$ cat src/acsw_cfg.svh
// Purpose: Constants for the eight-channel AC switch control logic.
// Assumes: Register index on a short address bus, 16-bit data bus.
// Notes: Identity component code is arbitrary.
//
// Summary of operation
// - Reading identity register drives eight-bit identity on low data lines.
// - Upper five identity bits give card type, lower three terminal type.
// - Missing terminal module forces the three low identity bits high.
// - Register one always reads decimal -240.
// - Read registers two and three return the same status word.
// - Status word shows last commanded channel states, not sensed contacts.
// - Status bit n is channel n; one means commanded closed.
// - Any write to register zero resets card and opens all channels.
// - Opening after reset may wait for next current zero crossing.
// - Reset register write acts as the backplane reset on command, status and channels; read data holds.
// - Write registers two and three both load the command word.
// - Command bit n set closes channel n, clear opens it.
// - Each channel drives a thyristor gate line and a relay coil line.
// - Closing follows AC line phase; on open the coil drops two clocks after the command register loads.
// - On close, thyristor gate is asserted before the relay coil.
// - Closing gate asserts at a positive-going voltage zero crossing.
// - Gate releases at the next negative-going voltage zero crossing.
// - On open, gate reasserts on the same clock edge as the relay coil drops.
// - Opening completes at a current zero crossing.
`ifndef ACSW_CFG_SVH
`define ACSW_CFG_SVH
`define ACSW_REG_IDENT 2'h0
`define ACSW_REG_CONST 2'h1
`define ACSW_REG_STATE_A 2'h2
`define ACSW_REG_STATE_B 2'h3
`define ACSW_CONST_VALUE 16'hFF10
`define ACSW_CARD_CODE 5'h15
`define ACSW_NO_TERM 3'h7
`define ACSW_CMD_RESET 8'h00
`endif

$ cat src/acsw_pkg.sv
// Purpose: Types for the AC switch control logic.
// Assumes: Nothing beyond the constants header.
// Notes: Channel sequencer states.
package acsw_pkg;
  typedef enum logic [2:0] {
    ACSW_OPEN = 3'b000,
    ACSW_WAIT_POS = 3'b001,
    ACSW_GATE_ON = 3'b010,
    ACSW_CLOSED = 3'b011,
    ACSW_GATE_OFF = 3'b100
  } acsw_state_t;
endpackage : acsw_pkg

$ cat src/acsw_ctrl.sv
// Purpose: Backplane register bank and eight channel drivers.
// Assumes: Bus strobes are one-cycle pulses synchronous to clk.
// Notes: Read data is registered, valid the cycle after the strobe.
`timescale 1ns/100ps
`include "acsw_cfg.svh"
module acsw_ctrl (
  input wire logic clk,
  input wire logic reset_n,
  input wire logic [1:0] bus_addr,
  input wire logic bus_rd,
  input wire logic bus_wr,
  input wire logic [15:0] bus_wdata,
  output logic [15:0] bus_rdata,
  input wire logic term_present,
  input wire logic [2:0] term_type,
  input wire logic vzero_in,
  input wire logic izero_in,
  output logic [7:0] scr_gate,
  output logic [7:0] relay_coil
);
  import acsw_pkg::*;

  // -------------------------------------------------------------
  // Address decode
  // -------------------------------------------------------------
  logic sel_ident;
  logic sel_const;
  logic sel_state;
  logic wr_reset;
  logic wr_command;
  logic rd_ident;
  logic rd_const;
  logic rd_state;
  logic clear_all;

  assign sel_ident = (bus_addr == `ACSW_REG_IDENT);
  assign sel_const = (bus_addr == `ACSW_REG_CONST);
  assign sel_state = (bus_addr == `ACSW_REG_STATE_A) ||
                     (bus_addr == `ACSW_REG_STATE_B);
  assign wr_reset = bus_wr && sel_ident;
  assign wr_command = bus_wr && sel_state;
  assign rd_ident = bus_rd && sel_ident;
  assign rd_const = bus_rd && sel_const;
  assign rd_state = bus_rd && sel_state;
  // Writes to the constant register match no write term and are lost.
  assign clear_all = !reset_n || wr_reset;

  // -------------------------------------------------------------
  // Zero crossing synchronisers
  // -------------------------------------------------------------
  logic vz_meta_reg;
  logic vz_sync_reg;
  logic vz_last_reg;
  logic iz_meta_reg;
  logic iz_sync_reg;
  logic iz_last_reg;
  logic vpos_edge;
  logic vneg_edge;
  logic izero_edge;

  // The chains run through reset, so a line that is already high when
  // reset ends never shows a false edge.
  always_ff @(posedge clk) begin
    vz_meta_reg <= vzero_in;
  end

  always_ff @(posedge clk) begin
    vz_sync_reg <= vz_meta_reg;
  end

  always_ff @(posedge clk) begin
    vz_last_reg <= vz_sync_reg;
  end

  always_ff @(posedge clk) begin
    iz_meta_reg <= izero_in;
  end

  always_ff @(posedge clk) begin
    iz_sync_reg <= iz_meta_reg;
  end

  always_ff @(posedge clk) begin
    iz_last_reg <= iz_sync_reg;
  end

  // Voltage polarity high means the line is positive.
  assign vpos_edge = vz_sync_reg && !vz_last_reg;
  assign vneg_edge = !vz_sync_reg && vz_last_reg;
  assign izero_edge = iz_sync_reg && !iz_last_reg;

  // -------------------------------------------------------------
  // Line phase pulses
  // -------------------------------------------------------------
  // Registered pulses keep the eight-way fan-out off the edge logic.
  logic vpos_pulse_reg;
  logic vneg_pulse_reg;
  logic izero_pulse_reg;

  always_ff @(posedge clk) begin
    if (!reset_n) begin
      vpos_pulse_reg <= 1'b0;
    end else begin
      vpos_pulse_reg <= vpos_edge;
    end
  end

  always_ff @(posedge clk) begin
    if (!reset_n) begin
      vneg_pulse_reg <= 1'b0;
    end else begin
      vneg_pulse_reg <= vneg_edge;
    end
  end

  always_ff @(posedge clk) begin
    if (!reset_n) begin
      izero_pulse_reg <= 1'b0;
    end else begin
      izero_pulse_reg <= izero_edge;
    end
  end

  // -------------------------------------------------------------
  // Command register
  // -------------------------------------------------------------
  logic card_reset;
  logic [7:0] command_reg;

  assign card_reset = wr_reset;

  always_ff @(posedge clk) begin
    if (clear_all) begin
      command_reg <= `ACSW_CMD_RESET;
    end else if (wr_command) begin
      command_reg <= bus_wdata[7:0];
    end
  end

  // -------------------------------------------------------------
  // Status register
  // -------------------------------------------------------------
  // Status mirrors the command, not the sensed contacts; a copy keeps
  // the read path apart from the channel fan-out.
  logic [7:0] status_reg;

  genvar sb;
  generate
    for (sb = 0; sb < 8; sb = sb + 1) begin : g_stat
      always_ff @(posedge clk) begin
        if (clear_all) begin
          status_reg[sb] <= 1'b0;
        end else if (wr_command) begin
          status_reg[sb] <= bus_wdata[sb];
        end
      end
    end
  endgenerate

  // -------------------------------------------------------------
  // Read path
  // -------------------------------------------------------------
  logic [7:0] ident;
  logic [2:0] term_bits;
  logic [15:0] rdata_next;

  always_comb begin
    if (term_present) begin
      term_bits = term_type;
    end else begin
      term_bits = `ACSW_NO_TERM;
    end
  end

  assign ident = {`ACSW_CARD_CODE, term_bits};

  // Read data holds between reads, so a slow host may take it late.
  always_comb begin
    rdata_next = bus_rdata;
    if (rd_ident) begin
      rdata_next = {8'h00, ident};
    end else if (rd_const) begin
      rdata_next = `ACSW_CONST_VALUE;
    end else if (rd_state) begin
      rdata_next = {8'h00, status_reg};
    end
  end

  always_ff @(posedge clk) begin
    if (!reset_n) begin
      bus_rdata <= 16'h0000;
    end else begin
      bus_rdata <= rdata_next;
    end
  end

  // -------------------------------------------------------------
  // Channel drivers
  // -------------------------------------------------------------
  genvar ch;
  generate
    for (ch = 0; ch < 8; ch = ch + 1) begin : g_chan
      acsw_channel u_chan (
        .clk(clk),
        .reset_n(reset_n),
        .clr(card_reset),
        .cmd_close(command_reg[ch]),
        .vpos_edge(vpos_pulse_reg),
        .vneg_edge(vneg_pulse_reg),
        .izero_edge(izero_pulse_reg),
        .gate(scr_gate[ch]),
        .coil(relay_coil[ch])
      );
    end
  endgenerate
endmodule : acsw_ctrl

$ cat src/acsw_channel.sv
// Purpose: One channel sequencer for thyristor gate and relay coil.
// Assumes: Edge pulses are one clock wide and already synchronised.
// Notes: Relay energises one cycle after the gate at the positive edge.
`timescale 1ns/100ps
module acsw_channel (
  input wire logic clk,
  input wire logic reset_n,
  input wire logic clr,
  input wire logic cmd_close,
  input wire logic vpos_edge,
  input wire logic vneg_edge,
  input wire logic izero_edge,
  output logic gate,
  output logic coil
);
  import acsw_pkg::*;

  // -------------------------------------------------------------
  // Sequencer
  // -------------------------------------------------------------
  acsw_state_t state_reg;
  acsw_state_t state_next;
  acsw_state_t state_clr;

  always_comb begin
    state_next = state_reg;
    case (state_reg)
      ACSW_OPEN: begin
        if (cmd_close) begin
          state_next = ACSW_WAIT_POS;
        end
      end
      ACSW_WAIT_POS: begin
        if (!cmd_close) begin
          state_next = ACSW_OPEN;
        end else if (vpos_edge) begin
          state_next = ACSW_GATE_ON;
        end
      end
      ACSW_GATE_ON: begin
        if (!cmd_close) begin
          state_next = ACSW_GATE_OFF;
        end else if (vneg_edge) begin
          state_next = ACSW_CLOSED;
        end
      end
      ACSW_CLOSED: begin
        if (!cmd_close) begin
          state_next = ACSW_GATE_OFF;
        end
      end
      ACSW_GATE_OFF: begin
        if (cmd_close) begin
          state_next = ACSW_GATE_ON;
        end else if (izero_edge) begin
          state_next = ACSW_OPEN;
        end
      end
      default: begin
        state_next = ACSW_OPEN;
      end
    endcase
  end

  // A reset clears the command and sends an active channel to ACSW_GATE_OFF; it still ends at a
  // current zero, so contacts never part under load. An unknown
  // state falls to open, so power-up settles in one reset edge.
  always_comb begin
    case (state_reg)
      ACSW_GATE_ON, ACSW_CLOSED, ACSW_GATE_OFF: begin
        state_clr = ACSW_GATE_OFF;
      end
      default: begin
        state_clr = ACSW_OPEN;
      end
    endcase
  end

  always_ff @(posedge clk) begin
    if (!reset_n || clr) begin
      state_reg <= state_clr;
    end else begin
      state_reg <= state_next;
    end
  end

  // Gate leads the coil on close; coil drops on or after the edge that asserts the gate.
  // Both resets act alike, so the gate carries the current at once.
  always_ff @(posedge clk) begin
    if (!reset_n || clr) begin
      gate <= (state_clr == ACSW_GATE_OFF);
      coil <= 1'b0;
    end else begin
      gate <= (state_reg == ACSW_GATE_ON) || (state_reg == ACSW_GATE_OFF);
      coil <= ((state_reg == ACSW_GATE_ON) && gate) ||
              (state_reg == ACSW_CLOSED);
    end
  end
endmodule : acsw_channel

$ cat config.mk
export PLATFORM = sky130hd
export DESIGN_NAME = acsw_ctrl
export DESIGN_NICKNAME = d
export VERILOG_FILES = /design/src/acsw_pkg.sv /design/src/acsw_ctrl.sv /design/src/acsw_channel.sv
export VERILOG_INCLUDE_DIRS = /design/src
export SDC_FILE = /design/constraint.sdc
export NUM_CORES = 1
export LEC_CHECK = 0
export ABC_AREA = 1
export ABC_CLOCK_PERIOD_IN_PS = 3300
export BUFFER_PORTS_ARGS = -buffer_cell sky130_fd_sc_hd__buf_2
export CAP_MARGIN = 20
export CORE_ASPECT_RATIO = 1.2
export CORE_MARGIN = 2
export CORE_UTILIZATION = 47
export CTS_CLUSTER_SIZE = 16
export DETAILED_ROUTE_END_ITERATION = 10
export GPL_TIMING_DRIVEN = 1
export PLACE_DENSITY = 0.76
export REMOVE_ABC_BUFFERS = 1
export SETUP_SLACK_MARGIN = 0.02
export SLEW_MARGIN = 20
export SYNTH_ARGS = -nofsm -noshare
export SYNTH_HDL_FRONTEND = slang
export SYNTH_HIERARCHICAL = 1
export SYNTH_SLANG_ARGS = --single-unit
$ cat constraint.sdc
create_clock -name clk -period 3.3 [get_ports clk]
set_clock_uncertainty 0.05 [all_clocks]
set_input_delay 0 -clock clk [delete_from_list [all_inputs] [get_ports clk]]
set_output_delay 0 -clock clk [all_outputs]
set_load 0.005 [all_outputs]
==> Implementation_results.wiki <==
{| class="wikitable"
! Metric !! Value
|-
| Peak ir drop on the vdd network || 0.320 mV
|-
| Global-route congestion overflow total || 0
|-
| Number of top-level design ports || 60
|-
| Via count of the first global-routing pass || ~3100
|-
| First-pass GRT wire length || roughly 14000 um
|-
| Most common cell after layout, fill and taps aside || nand2_1
|-
| Share of layout cells above drive strength 1 || 0.257
|-
| Initial core utilization || 0.486
|-
| Pin count of the biggest net entering global routing || 37
|-
| DP Wirelength || ~5700 um
|-
| Number of cell instances on the worst register-to-register path || 6
|-
| Compound-cell area share of the yosys netlist || 0.0701
|-
| Startpoint type of the worst setup path || primary input
|-
| Max-cap check violation count || 0
|-
| Distinct cells, synth || 25
|-
| Synth area leaders || dfxtp_1 (22%), edfxtp_1 (19%), nand2_1 (12%)
|-
| CP startpoint || term_present
|-
| Final setup fails || 0
|-
| Combinational share of power || 0.335
|-
| Number of detailed-routing iterations run before antenna repair || 4
|-
| Setup tns final || 0 ps
|-
| Final worst path period share || 0.542
|-
| Area growth from synthesis to layout || 17.5%
|-
| Clock tree from TritonCTS || done
|-
| Final RePlAce weighted congestion || 0.854
|-
| Area of the die || slightly below 0.009 mm^2
|-
| Path type of the worst min-delay path || primary input to flop
|-
| Endpoint class of the critical path || flop
|-
| Cell type with the largest total area after synthesis || dfxtp_1
|-
| Die Height || around 100 um
|-
| Setup Fix Bufs, Post-CTS || 0
|-
| Mapped Area || about 0.0037 mm^2
|-
| Xor-xnor portion of the synthesized cell area || 0
|-
| Largest family of logic cells by synthesized area || simple AND/OR/NAND/NOR gates
|-
| RR Startpoint || vpos_pulse_reg$_SDFF_PN0_
|-
| Inserted Diodes || 0
|-
| Multiplexer fraction of the synthesized cell area || 0
|-
| CTS sink cnt || 66
|-
| Unrepaired setup endpoints after global routing || no
|-
| Switching power of the nets || between 0.001 and 0.0015 W
|-
| Overall via count from detail_route || about 3500
|-
| Area inside the core boundary || about 0.0077 mm^2
|-
| Sequential cell fraction of total power || 0.445
|-
| Post-CTS resize count || 0
|-
| Max Freq || between 0.5 and 0.6 GHz
|-
| Leading cell types in the layout, fill and taps excluded || nand2_1 (116), nor2_1 (85), buf_2 (51)
|-
| Remaining max-slew budget at the tightest pin || 0.456
|-
| Clock Root Buffer || clkbuf_8
|-
| Final critical-path setup slack || approximately 1500 ps
|-
| Routed wirelength normalized by instance count || approximately 12 um
|-
| Cell depth of the worst min-delay path || 3
|-
| Internal Pwr Total || 0.00185 W
|-
| Final instance area || 0.00440 mm^2
|-
| Global router's overall resource usage || 0.194
|-
| Crit Path Category || primary input to flop
|-
| Reported leakage power || 2.04 nW
|-
| Count of standard-cell rows || 35
|-
| Worst-Margin Slew || about 820 ps
|-
| Initial antenna violation count || 0
|-
| Share of the core filled with cells || 0.571
|-
| I/O Buffers || between 50 and 60
|-
| Wire length reported by the detailed router || between 8000 and 9000 um
|-
| Min Clock Period, post-route || approximately 1800 ps
|-
| Arrival time at the worst endpoint || 2020 ps
|-
| Number of warnings issued by yosys || 6
|-
| H-tree levels || 3
|-
| Post-layout power || around 0.003 W
|-
| Setup slack after placement || roughly 1600 ps
|-
| Critical hold path startpoint || bus_rd
|-
| Final hold violation count || 0
|-
| Share of Yosys cell area claimed by the top area cell type || 0.224
|-
| Switching share of power || 0.378
|-
| Final routed DRC violation total || 0
|-
| Die Span X || approximately 86 um
|-
| Worst-path clk slew || approximately 70 ps
|-
| Sequential cell area fraction in the yosys report || 0.417
|-
| Mean area per synthesized cell || approximately 7.3 um^2
|-
| Routed via count divided by cell count || roughly 5.1
|-
| Detail Route Antenna Nets || 0
|-
| Required time at the worst-slack endpoint || approximately 3500 ps
|-
| TritonCTS buffer count || 9
|-
| Number of flip-flops under the largest register name || 24
|-
| Maximum clock path buffer count || 2
|-
| Adder and majority gate portion of the synthesized area || 0
|-
| Starting DRT DRC Count || ~200
|-
| Portion of total power attributed to the clock network || 0.220
|-
| Post-Syn Instances || ~520
|-
| Total power per unit cell area || about 670 mW/mm^2
|-
| Largest fanout on the critical path || 3
|-
| Final-report max-slew violation count || 0
|-
| Post-layout net count || slightly above 600
|-
| Simple-Gate Fraction of Synth Area || 0.410
|-
| Clock Latency Late Sink || between 300 and 400 ps
|-
| FF+latch count, synth || 66
|-
| Outcome || finished, final reports clean
|-
| Area of placed instances || roughly 0.004 mm^2
|}
per-layer routing:
metal,part of all wire,GRT usage
met5,0,0
met3,0.045,0.0444
met4,0.019,0.0733
met2,0.49,0.333
met1,0.45,0.240
metrics by stage:
| step | instances | hold slack (ps) |
|---|---|---|
| 6_report | 683 | 24.6 |
| 5_1_grt | 683 | 42.9 |
| 4_1_cts | 683 | 17.4 |
| 3_5_place_dp | 649 | 55.6 |
| 3_3_place_gp | 649 | 52.5 |
| 2_1_floorplan | 504 | -22.3 |
logic make-up (layout without fill, tap and decap cells):
group           Yosys count  count (layout)
compound gates           44              44
buf+inv                  86             161
flops                    66              66
simple gates            320             320
path summary, 6_finish.rpt:
| kind | to | slack [ps] |
|---|---|---|
| worst max-delay path | bus_rdata[1]$_SDFFE_PN0P_ | 1510 |
| worst min-delay path | bus_rdata[2]$_SDFFE_PN0P_ | 20 |
| worst max register to register | g_chan[7].u_chan/state_reg[1]$_SDFFCE_PP0P_ | 1860 |
| worst min register to register | vz_sync_reg$_DFF_P_ | 280 |
what timing repair did:
item                                    in CTS  in global routing
hold endpoints to repair                    15                  0
endpoints found under the setup margin       0                  0
hold buffers                                18                  0
Yosys cell counts:
cell type  number
nand2_1       116
nor2_1         86
inv_1          48
nand3_1        45
dfxtp_1        42
nor2_2         33
inv_2          25
edfxtp_1       24
a21oi_1        15
nand3_2        12
nor2_4          9
o21ai_0         9
o22ai_1         9
nand3b_1        8
nor3_1          8
o211ai_1        8
buf_4           7
buf_2           2
buf_6           2
nand2_2         2
o21ai_1         2
buf_12          1
clkinv_4        1
nand2_4         1
o21ai_4         1
cell type report:
cell class              count  area, um^2
repair buffers             71         450
flip-flops and latches     66        1560
clock inverters             2        10.0
inverters                  74         283
fillers                   721        3300
clock buffers              14         184
multi-input cells         364        1800
well taps                  92         115
worst max-delay path, stage by stage:
cell           delay, ps
dlygate4sd3_1        540
buf_2                140
nand2_1               50
dlygate4sd3_1        540
nand2_1               50
dlygate4sd3_1        550
a21oi_1              140
power groups by stage:
stage | logic [W] | clock network [W] | registers, W
detailed placement | 0.000965 | 0 | 0.00133
finish | 0.000995 | 0.000654 | 0.00132
global route | 0.00113 | 0.000711 | 0.00135
floorplan | 0.000725 | 0 | 0.00130
global placement | 0.000946 | 0 | 0.00132
CTS | 0.000987 | 0.000669 | 0.00132
Power figures use the tool's default switching activity.
